### config.mk
export PLATFORM = sky130hd
export DESIGN_NAME = fjs_top
export DESIGN_NICKNAME = d
export VERILOG_FILES = /design/src/hw/fjs_pkg.sv /design/src/hw/fjs_sync.sv /design/src/hw/fjs_top.sv
export VERILOG_INCLUDE_DIRS = /design/src /design/src/hw
export SDC_FILE = /design/constraint.sdc
export NUM_CORES = 1
export LEC_CHECK = 0
export ABC_AREA = 1
export BUFFER_PORTS_ARGS = -buffer_cell sky130_fd_sc_hd__buf_4
export CAP_MARGIN = 5
export CORE_UTILIZATION = 42
export CTS_CLUSTER_SIZE = 16
export DETAILED_ROUTE_END_ITERATION = 8
export PLACE_DENSITY = 0.63
export RECOVER_POWER = 25
export SKIP_LAST_GASP = 1
export SLEW_MARGIN = 10
export SYNTH_ARGS = -nofsm -noshare
export SYNTH_HDL_FRONTEND = slang
export SYNTH_SLANG_ARGS = --single-unit
### constraint.sdc
create_clock -name clk_i -period 2.75 [get_ports clk_i]
set_clock_uncertainty 0.05 [all_clocks]
set_input_delay 0.4125 -clock clk_i [delete_from_list [all_inputs] [get_ports clk_i]]
set_output_delay 0.4125 -clock clk_i [all_outputs]
set_load 0.05 [all_outputs]
### src/hw/fjs_map.svh
`ifndef FJS_MAP_SVH
`define FJS_MAP_SVH
// attempts allowed to bring a sheet to the edge sensor
`define FJS_MAX_TRIES 2'd3
// timing figures in microseconds
`define FJS_LIFT_US 2000000
`define FJS_PICK_US 500000
`define FJS_PULSE_US 100000
`define FJS_LONG_US 3000000
`define FJS_STALL_US 2500000
`define FJS_CLK_MHZ 100
`define FJS_CYC(us) ((us) * `FJS_CLK_MHZ)
// timer bit that toggles the motor while freeing a sheet
`define FJS_PULSE_BIT 4
`endif

### src/hw/fjs_pkg.sv
package fjs_pkg;
   typedef struct packed {
      logic tray;
      logic edge_seen;
      logic door_open;
      logic plate_up;
   } fjs_sense_s;
   typedef struct packed {
      logic feed_motor;
      logic lift_up;
      logic lift_down;
      logic capture;
   } fjs_drive_s;
   typedef struct packed {
      logic mispick;
      logic jam;
      logic busy;
   } fjs_stat_s;
   typedef enum logic [2:0] {
      FJS_IDLE = 3'b000,
      FJS_LIFT = 3'b001,
      FJS_PICK = 3'b010,
      FJS_FREE = 3'b011,
      FJS_FEED = 3'b100,
      FJS_HOME = 3'b101
   } fjs_state_e;
endpackage

### src/hw/fjs_sync.sv
`timescale 1ns/1ps
module fjs_sync #(
   parameter int W = 4
) (
   // clock and reset
   input wire logic clk_i,
   input wire logic sys_rst_i,
   // data
   input wire logic [W-1:0] d_i,
   output logic [W-1:0] q_o
);
   logic [W-1:0] meta;
   always_ff @(posedge clk_i or posedge sys_rst_i)
   begin
      if (sys_rst_i)
      begin
         meta <= '0;
         q_o <= '0;
      end
      else
      begin
         meta <= d_i;
         q_o <= meta;
      end
   end
endmodule // fjs_sync

### src/hw/fjs_top.sv
`timescale 1ns/1ps
`include "fjs_map.svh"
// Behaviour
// RULE1: tray sensor means documents are loaded
// RULE2: edge sensor gives leading and trailing edges
// RULE3: door sensor input watched for open door
// RULE4: start command with paper begins pick
// RULE5: failed pick pulses motor, cycles lift plate
// RULE6: three failed attempts raise mispick error
// RULE7: no trailing edge within long time jams
// RULE8: sheet not clearing in expected time jams
// RULE9: jam stops feed, lowers plate, reports
// RULE10: open door inhibits all feeder operation
// RULE11: raise plate to roller before picking
// RULE12: leading edge starts image capture
// RULE13: keep feeding while tray reports paper
// RULE14: timeout limits are configurable cycle counts
// RULE15: separate sticky mispick and jam flags
module fjs_top #(
   parameter int unsigned LIFT_CYC = `FJS_CYC(`FJS_LIFT_US),
   parameter int unsigned PICK_CYC = `FJS_CYC(`FJS_PICK_US),
   parameter int unsigned PULSE_CYC = `FJS_CYC(`FJS_PULSE_US),
   parameter int unsigned LONG_CYC = `FJS_CYC(`FJS_LONG_US),
   parameter int unsigned STALL_CYC = `FJS_CYC(`FJS_STALL_US)
) (
   // clock and reset
   input wire logic clk_i,
   input wire logic sys_rst_i,
   // sensor pins
   input wire fjs_pkg::fjs_sense_s sense_i,
   // user interface
   input wire logic start_i,
   input wire logic clear_i,
   // actuators and status
   output fjs_pkg::fjs_drive_s drive_o,
   output fjs_pkg::fjs_stat_s stat_o
);
   import fjs_pkg::*;

   fjs_sense_s s;
   fjs_state_e state;
   fjs_state_e next_state;
   logic [31:0] timer;
   logic [1:0] tries;
   logic edge_q;
   logic lead;
   logic trail;
   logic tmo_pick;
   logic tmo_feed;
   logic tmo_lift;
   logic tmo_pulse;
   logic set_mis;
   logic set_jam;
   logic mispick;
   logic jam;
   logic busy;
   logic motor_on;
   logic plate_raise;
   logic plate_lower;
   logic capture_on;

   // outputs are plain wiring from the flops below
   assign stat_o = {mispick, jam, busy};
   assign drive_o = {motor_on, plate_raise, plate_lower, capture_on};

   fjs_sync #(.W(4)) u_sync (
      .clk_i(clk_i),
      .sys_rst_i(sys_rst_i),
      .d_i(sense_i),
      .q_o(s)
   );

   assign lead = s.edge_seen && !edge_q; // see RULE2
   assign trail = !s.edge_seen && edge_q; // see RULE2
   assign tmo_lift = timer >= LIFT_CYC;
   assign tmo_pick = timer >= PICK_CYC;
   assign tmo_pulse = timer >= PULSE_CYC;
   // a sheet longer than the limit never clears; a stalled one never moves
   assign tmo_feed = timer >= LONG_CYC || timer >= STALL_CYC; // see RULE7 see RULE8 see RULE14

   always_ff @(posedge clk_i or posedge sys_rst_i)
   begin
      if (sys_rst_i)
         edge_q <= 1'b0;
      else
         edge_q <= s.edge_seen;
   end

   always_comb
   begin
      next_state = state;
      set_mis = 1'b0;
      set_jam = 1'b0;
      case (state)
         FJS_IDLE:
            if (start_i && s.tray && !jam && !mispick) // see RULE1 see RULE4
               next_state = FJS_LIFT;
         FJS_LIFT:
            if (s.plate_up) // see RULE11
               next_state = FJS_PICK;
            else if (tmo_lift)
            begin
               set_mis = 1'b1;
               next_state = FJS_HOME;
            end
         FJS_PICK:
            if (lead)
               next_state = FJS_FEED;
            else if (tmo_pick)
            begin
               if (tries >= `FJS_MAX_TRIES - 2'd1) // see RULE6
               begin
                  set_mis = 1'b1;
                  next_state = FJS_HOME;
               end
               else
                  next_state = FJS_FREE; // see RULE5
            end
         FJS_FREE:
            if (tmo_pulse)
               next_state = FJS_LIFT;
         FJS_FEED:
            if (trail)
               next_state = s.tray ? FJS_PICK : FJS_HOME; // see RULE13
            else if (tmo_feed)
            begin
               set_jam = 1'b1;
               next_state = FJS_HOME;
            end
         FJS_HOME:
            if (tmo_pulse)
               next_state = FJS_IDLE;
         default:
            next_state = FJS_IDLE;
      endcase
      // an open door parks the machine, a start from idle is dropped too
      if (s.door_open) // see RULE3 see RULE10
      begin
         next_state = FJS_IDLE;
      end
   end

   always_ff @(posedge clk_i or posedge sys_rst_i)
   begin
      if (sys_rst_i)
         state <= FJS_IDLE;
      else
         state <= next_state;
   end

   always_ff @(posedge clk_i or posedge sys_rst_i)
   begin
      if (sys_rst_i)
         timer <= 32'h0;
      else if (next_state != state)
         timer <= 32'h0;
      else if (timer != 32'hffffffff)
         timer <= timer + 32'h1;
   end

   always_ff @(posedge clk_i or posedge sys_rst_i)
   begin
      if (sys_rst_i)
         tries <= 2'h0;
      else if (state == FJS_PICK && next_state == FJS_FREE)
         tries <= tries + 2'h1; // see RULE6
      else if (state == FJS_FEED || state == FJS_IDLE)
         tries <= 2'h0;
   end

   // sticky error flags; a new error wins over a clear
   always_ff @(posedge clk_i or posedge sys_rst_i)
   begin
      if (sys_rst_i)
         mispick <= 1'b0;
      else
         mispick <= set_mis || (mispick && !clear_i); // see RULE15
   end

   always_ff @(posedge clk_i or posedge sys_rst_i)
   begin
      if (sys_rst_i)
         jam <= 1'b0;
      else
         jam <= set_jam || (jam && !clear_i); // see RULE15 see RULE9
   end

   always_ff @(posedge clk_i or posedge sys_rst_i)
   begin
      if (sys_rst_i)
         busy <= 1'b0;
      else
         busy <= next_state != FJS_IDLE;
   end

   always_ff @(posedge clk_i or posedge sys_rst_i)
   begin
      if (sys_rst_i)
         motor_on <= 1'b0;
      else
         motor_on <= next_state == FJS_PICK || next_state == FJS_FEED
            || (next_state == FJS_FREE && timer[`FJS_PULSE_BIT]); // see RULE5 see RULE9
   end

   always_ff @(posedge clk_i or posedge sys_rst_i)
   begin
      if (sys_rst_i)
         plate_raise <= 1'b0;
      else
         plate_raise <= next_state == FJS_LIFT; // see RULE11
   end

   always_ff @(posedge clk_i or posedge sys_rst_i)
   begin
      if (sys_rst_i)
         plate_lower <= 1'b0;
      else
         plate_lower <= next_state == FJS_FREE || next_state == FJS_HOME; // see RULE9
   end

   always_ff @(posedge clk_i or posedge sys_rst_i)
   begin
      if (sys_rst_i)
         capture_on <= 1'b0;
      else
         capture_on <= next_state == FJS_FEED; // see RULE12
   end
endmodule // fjs_top

==> results of run 1 <==
[where the power goes]
part	switching [mW]	total, mW	internal [mW]
Clock	0.299	0.492	0.193
Combinational	0.126	0.193	0.0679
Sequential	0.0281	0.840	0.812
Total	0.452	1.53	1.07
[layer usage]
layer | track usage | part of all wire | vias to the layer above
met3 | 0.0286 | 0.035 | 6
met2 | 0.301 | 0.45 | 54
met5 | 0 | 0 | -
met1 | 0.265 | 0.51 | 1283
met4 | 0.0403 | 0.0093 | 0
li1 | - | - | 1438
[cell type report]
class | instances | area [um2] | area share
clock buffers | 5 | 68.8 | 0.0194
clock inverters | 3 | 28.8 | 0.00812
inverters | 59 | 221 | 0.0625
multi-input cells | 325 | 1640 | 0.462
flip-flops and latches | 53 | 1330 | 0.374
well taps | 99 | 124 | 0.0350
repair buffers | 17 | 138 | 0.0388
[flip-flops by register name (all words and copies together), names as in the netlist]
register	cells
plate_raise	1
jam	1
edge_q	1
motor_on	1
busy	1
state	3
tries	2
timer	32
u_sync.meta	4
mispick	1
plate_lower	1
capture_on	1
u_sync.q_o	4
[worst paths after layout]
path / startpoint / to
max: timer[17] / timer[22]
max reg2reg: timer[17] / timer[22]
min reg2reg: u_sync.meta[2] / u_sync.q_o[2]
min in group asynchronous: sys_rst_i / u_sync.meta[3]
max in group asynchronous: sys_rst_i / timer[16]
min: sense_i[3] / u_sync.meta[3]
[cells by family after synthesis]
group / share of synthesized area
xor gates and xnor gates: 0.0346
AOI/OAI and AO/OA: 0.0501
and+or+nand+nor: 0.401
buffers and inverters: 0.101
DFF: 0.403
adders and majority gates: 0.0114
[layout by cell type, fill, tap and decap left out, types with 2 or more instances in the layout]
master and n:
a21oi_1 3, buf_4 10, clkbuf_4 5, clkbuf_8 5, dfrtp_1 53, ha_1 3, inv_1 53, inv_2 6
inv_6 2, nand2_1 113, nand2_2 9, nand3_1 36, nand3_2 2, nand4_1 10, nor2_1 56, nor2_2 31
nor3_1 12, nor4_1 2, nor4_2 2, o21ai_0 18, o22ai_1 2, xnor2_1 2, xor2_1 11
[metrics by stage]
stage / hold slack, ps / power (mW)
final: 160 / 1.53
after global routing: 146 / 1.61
after CTS: 133 / 1.55
after detailed placement: 285 / 1.06
after global placement: 282 / 1.05
after floorplan: 281 / 1.01
==> summary.json, run 1 <==
{
  "synth": {
    "synthTopCellsByArea": "dfrtp_1 40%, nand2_1 13%, nor2_1 6.4%",
    "ys.flop_type": "dfrtp_1",
    "synthesis.yosys.warnings": 0,
    "synthesized_instance_count": 450,
    "ys_seq_area_frac": 0.403,
    "top_cell_types_by_occurrence_after_synthesis": "113 x nand2_1, 56 x nor2_1, 53 x dfrtp_1, 53 x inv_1, 36 x nand3_1",
    "syn_area_per_cell_um2": 7.32,
    "syn-cell-area_mm2": 0.00329,
    "synthArstFlopShare": 1.00,
    "synth.net_count": 461,
    "share_of_the_synthesized_area_in_the_top_cell_type": 0.403,
    "synth-edff-count": 0,
    "library_cells_used_by_synthesis": 35,
    "synth_most_common_cell": "nand2_1",
    "ys_ff_latch": 53,
    "post-synth-top-area-cell": "dfrtp_1"
  },
  "detailed_routing": {
    "initialDrtViolationCount": 141,
    "route.vias.total": 2781,
    "totalWireLength_um": 6990,
    "routedWlPerCell_um": 12.5,
    "detail_route.first_pass.iterations": 4,
    "detail_route.vias_per_cell": 4.96,
    "post_detailed_route_drc_marker_count": 0,
    "antenna_left": 0
  },
  "setup_path": {
    "worst-endpoint-arrival_ps": 2480,
    "critical-path-top-cell-by-count": "nand2_1",
    "depth_of_the_most_critical_reg_to_reg_path": 16,
    "critical-path-slowest-cell": "dfrtp_1",
    "worst_setup_path_end_kind": "flop",
    "critPathKind": "reg2reg",
    "timing.critical_path.from_type": "flop",
    "r2r_setup_slack_ps": 480,
    "required_ps": 2960,
    "worstPathCellList": "nand2_2 -> inv_1 -> o21ai_0 -> nand2_1 -> nand2_1 -> nand2_1 -> nand2_1 -> nand2_1 -> nor2_1 -> nand3_2 -> nand2_2 -> nand2_1 -> nand2_1 -> nand3_4 -> buf_12 -> nor2_2",
    "timing.critical_path.depth": 16,
    "maximum_net_fanout_on_the_critical_path": 32,
    "timing.critical_path.slowest_cell_delay_ps": 480,
    "timing.critical_path.max_delay_family": "simple AND/OR/NAND/NOR gates",
    "crit_buf_inv": 2
  },
  "timing": {
    "hold_viol_final": 0,
    "worst_slew_margin_rel": 0.131,
    "setup-violations-final": 0,
    "max_slew.worst_pin.slew_ps": 1300,
    "unrepaired_setup_endpoints_after_global_routing": "false",
    "fin_ws_ps": 476,
    "post_route_fraction_of_the_period_consumed_by_the_critical_path": 0.827,
    "maxClockFrequency_mhz": 440,
    "timing.final.crit_period_ps": 2270,
    "slew_violations": 0,
    "finalSetupTns_ps": 0
  },
  "layout": {
    "stdcell_count": 561,
    "final_area_mm2": 0.00354,
    "finalCoreUtilization": 0.478,
    "fillers": 759,
    "antenna_cells": 0,
    "areaGrowthSynthToFinish_pct": 7.56,
    "final_net_count": 472,
    "layout-drive-gt1-share": 0.173
  },
  "cts": {
    "max-clock-path-buffers": 2,
    "clock_tree_from_tritoncts": "done",
    "h-tree-depth": 2,
    "cts.reportedPaths.clkPinSlew_ps": 110,
    "clkSinkCount": 53,
    "cts_hold_buffers": 0,
    "cts.repair_timing.setup_buffer_count": 0,
    "clockRootBuffer": "clkbuf_8",
    "tritoncts.num_buffers": 5,
    "clk-insertion-delay-late_ps": 320,
    "cts.repair.resized": 0
  },
  "flow_run": {
    "maxCapViolations": 0
  },
  "placed_design": {
    "dp_slack_ps": 453,
    "number_of_instances_in_the_placed_design": 553,
    "port-buffer-count": 14,
    "gp_congestion": 0.881,
    "dpl-instance-area_mm2": 0.00345,
    "dp_hpwl_um": 5330
  },
  "power_and_ir_drop": {
    "power.density_mw_per_mm2": 431,
    "peakVddDrop_mv": 0.260,
    "cellLeakagePower_nw": 1.75
  },
  "grt": {
    "grt_max_degree": 54,
    "grt_pass1_vias": 2685,
    "globalRouteOverflowTotal": 0,
    "antenna_found_initial": 0,
    "grt_use_total": 0.187,
    "grt_first_pass_wirelength_um": 12600
  },
  "floorplanning": {
    "die_area_mm2": 0.00820,
    "die_height_um": 90.6,
    "core_area_mm2": 0.00741,
    "io-pin-count": 15,
    "std_cell_rows": 31,
    "die_width_um": 90.6,
    "start_util": 0.445
  },
  "worst_hold_path": {
    "min_path_type": "in2reg",
    "min_path_cells": 1
  },
  "run_status": {
    "status": "finished, final reports clean"
  }
}
No activity file was read; power rests on OpenSTA's default activity.
==> run 2, diff against run 1 <==
--- a/config.mk
+++ b/config.mk
@@ -12,7 +12,7 @@
 export CORE_UTILIZATION = 42
 export CTS_CLUSTER_SIZE = 16
 export DETAILED_ROUTE_END_ITERATION = 8
-export PLACE_DENSITY = 0.63
+export PLACE_DENSITY = 0.65
 export RECOVER_POWER = 25
 export SKIP_LAST_GASP = 1
 export SLEW_MARGIN = 10
==> constraint.sdc (replaced) <==
create_clock -name clk_i -period 2 [get_ports clk_i]
set_clock_uncertainty 0.05 [all_clocks]
set_input_delay 0.3 -clock clk_i [delete_from_list [all_inputs] [get_ports clk_i]]
set_output_delay 0.3 -clock clk_i [all_outputs]
set_load 0.05 [all_outputs]
==> run 2 against run 1 <==
  * The run now ends with setup timing left
  * Core utilization up 15 points
  * First-iteration DRC count up 24%
  * Largest cell class unchanged
  * Wire length grew 27%
  * Final cell count is 18% higher
  * Worst setup slack worse by 700 ps
  * Die area unchanged
==> summary.json, run 2 (same netlist as run 1, synthesis figures left out) <==
{
  "floorplanning": {
    "start_util": 0.445,
    "die_width_um": 90.6,
    "io-pin-count": 15,
    "core_area_mm2": 0.00741,
    "std_cell_rows": 31,
    "die_area_mm2": 0.00820,
    "die_height_um": 90.6
  },
  "placed_design": {
    "dp_hpwl_um": 6070,
    "dpl-instance-area_mm2": 0.00405,
    "gp_congestion": 0.906,
    "port-buffer-count": 14
  },
  "layout": {
    "regMostFlops": "timer",
    "largest_registers": "timer x32, u_sync.meta x4, u_sync.q_o x4",
    "fillers": 640,
    "finalCoreUtilization": 0.630,
    "most_frequent_standard_cell_in_the_layout_excluding_fill_and_tap_cells": "buf_4",
    "highest_count_cells_in_the_layout_ignoring_fill_and_taps": "104 x buf_4, 91 x nand2_1, 48 x inv_1",
    "number_of_flip_flops_in_the_largest_register": 32,
    "final_area_mm2": 0.00466,
    "antenna_cells": 0,
    "final_net_count": 572,
    "areaGrowthSynthToFinish_pct": 41.6,
    "layout-drive-gt1-share": 0.438
  },
  "timing": {
    "worst_hold_slack_after_final_layout_ps": 70.6,
    "setup-violations-final": 36,
    "fin_ws_ps": -225,
    "timing.final.crit_period_ps": 2230,
    "hold_viol_final": 0,
    "max_slew.worst_pin.slew_ps": 848,
    "finalSetupTns_ps": -6910,
    "unrepaired_setup_endpoints_after_global_routing": "true",
    "post_route_fraction_of_the_period_consumed_by_the_critical_path": 1.11,
    "slew_violations": 0,
    "worst_slew_margin_rel": 0.434,
    "maxClockFrequency_mhz": 449
  },
  "cts": {
    "cts.reportedPaths.clkPinSlew_ps": 100,
    "clockRootBuffer": "clkbuf_8",
    "h-tree-depth": 2,
    "clk-insertion-delay-late_ps": 310,
    "clkSinkCount": 53,
    "tritoncts.num_buffers": 5,
    "clock_tree_from_tritoncts": "done",
    "max-clock-path-buffers": 2
  },
  "power_and_ir_drop": {
    "cellLeakagePower_nw": 2.34,
    "power.density_mw_per_mm2": 510,
    "fin_total_pwr_mw": 2.38,
    "peakVddDrop_mv": 0.383
  },
  "run_status": {
    "failed_checks": "setup timing",
    "status": "finished, violations left"
  },
  "detailed_routing": {
    "totalWireLength_um": 8900,
    "detail_route.vias_per_cell": 4.95,
    "post_detailed_route_drc_marker_count": 0,
    "initialDrtViolationCount": 175,
    "routedWlPerCell_um": 13.5,
    "route.vias.total": 3270,
    "detail_route.first_pass.iterations": 5,
    "antenna_left": 0
  },
  "grt": {
    "antenna_found_initial": 0,
    "grt_first_pass_wirelength_um": 14000,
    "grt_use_total": 0.210,
    "globalRouteOverflowTotal": 0,
    "grt_pass1_vias": 3100,
    "grt_max_degree": 35
  },
  "setup_path": {
    "depth_of_the_most_critical_reg_to_reg_path": 15,
    "critPathKind": "reg2reg",
    "required_ps": 2190,
    "worst-endpoint-arrival_ps": 2410,
    "worst_setup_path_end_kind": "flop",
    "maximum_net_fanout_on_the_critical_path": 8,
    "timing.critical_path.from_type": "flop"
  },
  "worst_hold_path": {
    "min_path_type": "in2reg",
    "min_path_cells": 1
  },
  "flow_run": {
    "maxCapViolations": 0
  }
}
==> run 2: changes by cell type in the layout (fill, tap and decap cells not counted), moves of 7 or more <==
cell     previous run  this run
buf_4              10       104
nand2_1           113        91
nand2_2             9        30
nor2_1             56        35
nor2_4              1        15
nor2_2             31        38
==> run 2: per-layer routing <==
layer  share of wire  global-route usage  up-vias
li1                -                   -     1635
met1            0.44               0.277     1553
met2            0.50               0.349       72
met3           0.043              0.0396       10
met4           0.011              0.0645        0
met5               0                   0        -
==> run 2: final cells by class <==
cell class / instances / area, um2 / share of cell area
clock buffer: 6 / 82.6 / 0.0177
clock inverter: 2 / 37.5 / 0.00805
inverter: 59 / 221 / 0.0475
multi-input combinational: 325 / 1900 / 0.408
sequential: 53 / 1330 / 0.286
tap: 99 / 124 / 0.0266
timing repair buffer: 117 / 961 / 0.206
==> run 2: worst paths after layout <==
check / endpoint / from / slack (ps)
max reg2reg: timer[19] / timer[18] / -230
max: timer[19] / timer[18] / -230
min reg2reg: u_sync.q_o[0] / u_sync.meta[0] / 300
max in group asynchronous: timer[19] / sys_rst_i / 550
min in group asynchronous: capture_on / sys_rst_i / 650
min: u_sync.meta[1] / sense_i[1] / 70
==> run 2: what timing repair did <==
item | CTS | global route
hold endpoints to repair | 19 | 0
setup buffers | 5 | 16
resized for setup | 13 | 77
gates cloned | 0 | 2
setup endpoints to repair | 37 | 41
hold buffers | 1 | 0
pin swaps | 4 | 28
==> run 2: metrics by stage <==
stage                     worst slack, ps  instances
after global placement               -168        630
after global routing                 -408        661
after floorplan                      70.1        450
after detailed placement             -208        630
final                                -225        661
after CTS                            -126        644
==> run 2: critical path: stages, from the launching register on <==
cell and delay, ps:
dfrtp_2 470, buf_4 160, o21ai_2 150, nand2_2 80, nand2_2 100, nand2_2 70
nand2_2 70, nand2_1 70, nor2_2 120, nand3_2 100, nand2_2 110, nand2_2 70
nand2_2 90, nand3_4 160, clkbuf_16 230, nor2_2 70
==> run 2: report_power, final <==
group / total, mW / switching (mW) / internal, mW
clock network: 0.776 / 0.368 / 0.408
registers: 1.15 / 0.0348 / 1.12
logic: 0.450 / 0.243 / 0.206
==> run 3, diff against run 2 <==
--- a/config.mk
+++ b/config.mk
@@ -12,7 +12,7 @@
 export CORE_UTILIZATION = 42
 export CTS_CLUSTER_SIZE = 16
 export DETAILED_ROUTE_END_ITERATION = 8
-export PLACE_DENSITY = 0.65
+export PLACE_DENSITY = 0.69
 export RECOVER_POWER = 25
 export SKIP_LAST_GASP = 1
 export SLEW_MARGIN = 10
==> run 3 against run 2 <==
  * The run still ends with setup timing left
  * Worst setup slack worse by 68 ps
  * First-iteration DRC count is 70% higher
  * Sequential share of layout area is 0.88 points lower
  * Core utilization is 2.2 points higher
  * Design area is 3.5% higher
  * Global-route usage is 0.75 points higher
  * Critical path depth is 1 lower
  * Largest cell class unchanged
  * Largest power group unchanged
==> summary.json, run 3 (same netlist as run 1, synthesis figures left out) <==
{
  "layout": {
    "layout-drive-gt1-share": 0.493,
    "most_frequent_standard_cell_in_the_layout_excluding_fill_and_tap_cells": "buf_4",
    "final_area_mm2": 0.00483,
    "seqCellArea_mm2": 0.00134,
    "regMostFlops": "timer",
    "stdcell_count": 671,
    "largest_registers": "timer x32, u_sync.meta x4, u_sync.q_o x4",
    "areaGrowthSynthToFinish_pct": 46.5,
    "multi_input_area_mm2": 0.00197,
    "highest_count_cells_in_the_layout_ignoring_fill_and_taps": "112 x buf_4, 82 x nand2_1, 44 x dfrtp_1",
    "antenna_cells": 0,
    "fillers": 594,
    "number_of_flip_flops_in_the_largest_register": 32,
    "final_net_count": 582
  },
  "cts": {
    "clkSinkCount": 53,
    "cts.reportedPaths.clkPinSlew_ps": 100,
    "tritoncts.num_buffers": 5,
    "h-tree-depth": 2,
    "clock_tree_from_tritoncts": "done",
    "clk-insertion-delay-late_ps": 320,
    "max-clock-path-buffers": 2,
    "clockRootBuffer": "clkbuf_8"
  },
  "timing": {
    "setup-violations-final": 38,
    "post_route_fraction_of_the_period_consumed_by_the_critical_path": 1.15,
    "worst_hold_slack_after_final_layout_ps": 59.5,
    "unrepaired_setup_endpoints_after_global_routing": "true",
    "finalSetupTns_ps": -8950,
    "maxClockFrequency_mhz": 436,
    "max_slew.worst_pin.slew_ps": 1000,
    "worst_slew_margin_rel": 0.332,
    "slew_violations": 0,
    "timing.final.crit_period_ps": 2290,
    "fin_ws_ps": -293,
    "hold_viol_final": 0
  },
  "grt": {
    "globalRouteOverflowTotal": 0,
    "grt_max_degree": 30,
    "grt_first_pass_wirelength_um": 14300,
    "antenna_found_initial": 0,
    "grt_pass1_vias": 3101,
    "grt_use_total": 0.218
  },
  "setup_path": {
    "depth_of_the_most_critical_reg_to_reg_path": 14,
    "worst-endpoint-arrival_ps": 2490,
    "crit-reg2reg-capture": "timer[20]",
    "timing.critical_path.from_type": "flop",
    "r2r_start": "timer[22]",
    "r2r_setup_slack_ps": -290,
    "required_ps": 2200,
    "worst_setup_path_end_kind": "flop",
    "critPathKind": "reg2reg",
    "maximum_net_fanout_on_the_critical_path": 8
  },
  "detailed_routing": {
    "route.vias.total": 3433,
    "initialDrtViolationCount": 298,
    "detail_route.first_pass.iterations": 5,
    "antenna_left": 0,
    "totalWireLength_um": 9710,
    "detail_route.vias_per_cell": 5.12,
    "routedWlPerCell_um": 14.5,
    "post_detailed_route_drc_marker_count": 0
  },
  "placed_design": {
    "dp_hpwl_um": 6200,
    "port-buffer-count": 14,
    "number_of_instances_in_the_placed_design": 627,
    "gp_congestion": 0.921,
    "dpl-instance-area_mm2": 0.00403
  },
  "power_and_ir_drop": {
    "peakVddDrop_mv": 0.443,
    "cellLeakagePower_nw": 2.42,
    "power.density_mw_per_mm2": 484,
    "fin_total_pwr_mw": 2.34
  },
  "worst_hold_path": {
    "hold_path_startpoint": "sense_i[2]",
    "terminating_pin_of_the_worst_hold_path": "u_sync.meta[2]",
    "min_path_cells": 1,
    "min_path_type": "in2reg"
  },
  "floorplanning": {
    "die_width_um": 90.6,
    "start_util": 0.445,
    "std_cell_rows": 31,
    "die_area_mm2": 0.00820,
    "die_height_um": 90.6,
    "core_area_mm2": 0.00741,
    "io-pin-count": 15
  },
  "run_status": {
    "status": "finished, violations left",
    "failed_checks": "setup timing"
  },
  "flow_run": {
    "maxCapViolations": 0
  }
}
-- run 3: cell count changes in the layout (fill, tap and decap cells not counted), moves of 3 or more --
cell | before | now
nand3_1 | 30 | 27
dfrtp_2 | 6 | 9
nand3_2 | 7 | 10
dfrtp_1 | 47 | 44
inv_1 | 48 | 41
buf_4 | 104 | 112
nand2_1 | 91 | 82
inv_2 | 11 | 17
nand2_2 | 30 | 38
-- run 3: critical path, stage by stage (launching register included) --
cell and delay [ps]:
dfrtp_2 460, nand2_2 110, inv_1 80, nand2_4 110, nand2_2 90, a21oi_2 200, nand2_2 80, o21bai_1 210
nand3_2 140, nand2_2 100, nand2_2 60, nand2_2 90, nand3_4 150, clkbuf_16 220, nor2_2 80
-- run 3: how the worst max path moves through the flow --
stage / from / to
2_1_floorplan: timer[0] / timer[29]
3_3_place_gp: timer[30] / tries[0]
3_5_place_dp: timer[31] / tries[1]
4_1_cts: timer[30] / timer[23]
5_1_grt: timer[22] / timer[20]
6_report: timer[22] / timer[20]
-- run 3: area by class of cell --
class                   count  share of cell area
clock buffers               5              0.0143
repair buffers            127               0.218
inverters                  59              0.0469
clock inverters             3             0.00907
flip-flops and latches     53               0.277
multi-input cells         325               0.409
well taps                  99              0.0257
-- run 3: stage by stage --
| step | utilization | setup slack [ps] |
|---|---|---|
| final | 0.651 | -293 |
| after global routing | 0.651 | -402 |
| after CTS | 0.584 | -123 |
| after detailed placement | 0.544 | -272 |
| after global placement | 0.544 | -261 |
| after floorplan | - | 70.1 |
-- run 3: layer usage --
layer	share of wire	GRT usage	up-vias
met4	0.027	0.0753	0
met1	0.43	0.293	1616
li1	-	-	1656
met2	0.49	0.359	131
met5	0	0	-
met3	0.052	0.0303	30
-- run 3: where the power goes --
part | internal (mW) | switching, mW
sequential | 1.12 | 0.0374
clock | 0.376 | 0.385
combinational | 0.184 | 0.236
total | 1.68 | 0.658
-- run 3: timing repair --
item / 4_1_cts / 5_1_grt
setup buffers: 13 / 21
endpoints found under the setup margin: 38 / 41
resized for setup: 24 / 96
hold buffers: 0 / 0
gates cloned: 0 / 2
pin swaps: 8 / 39
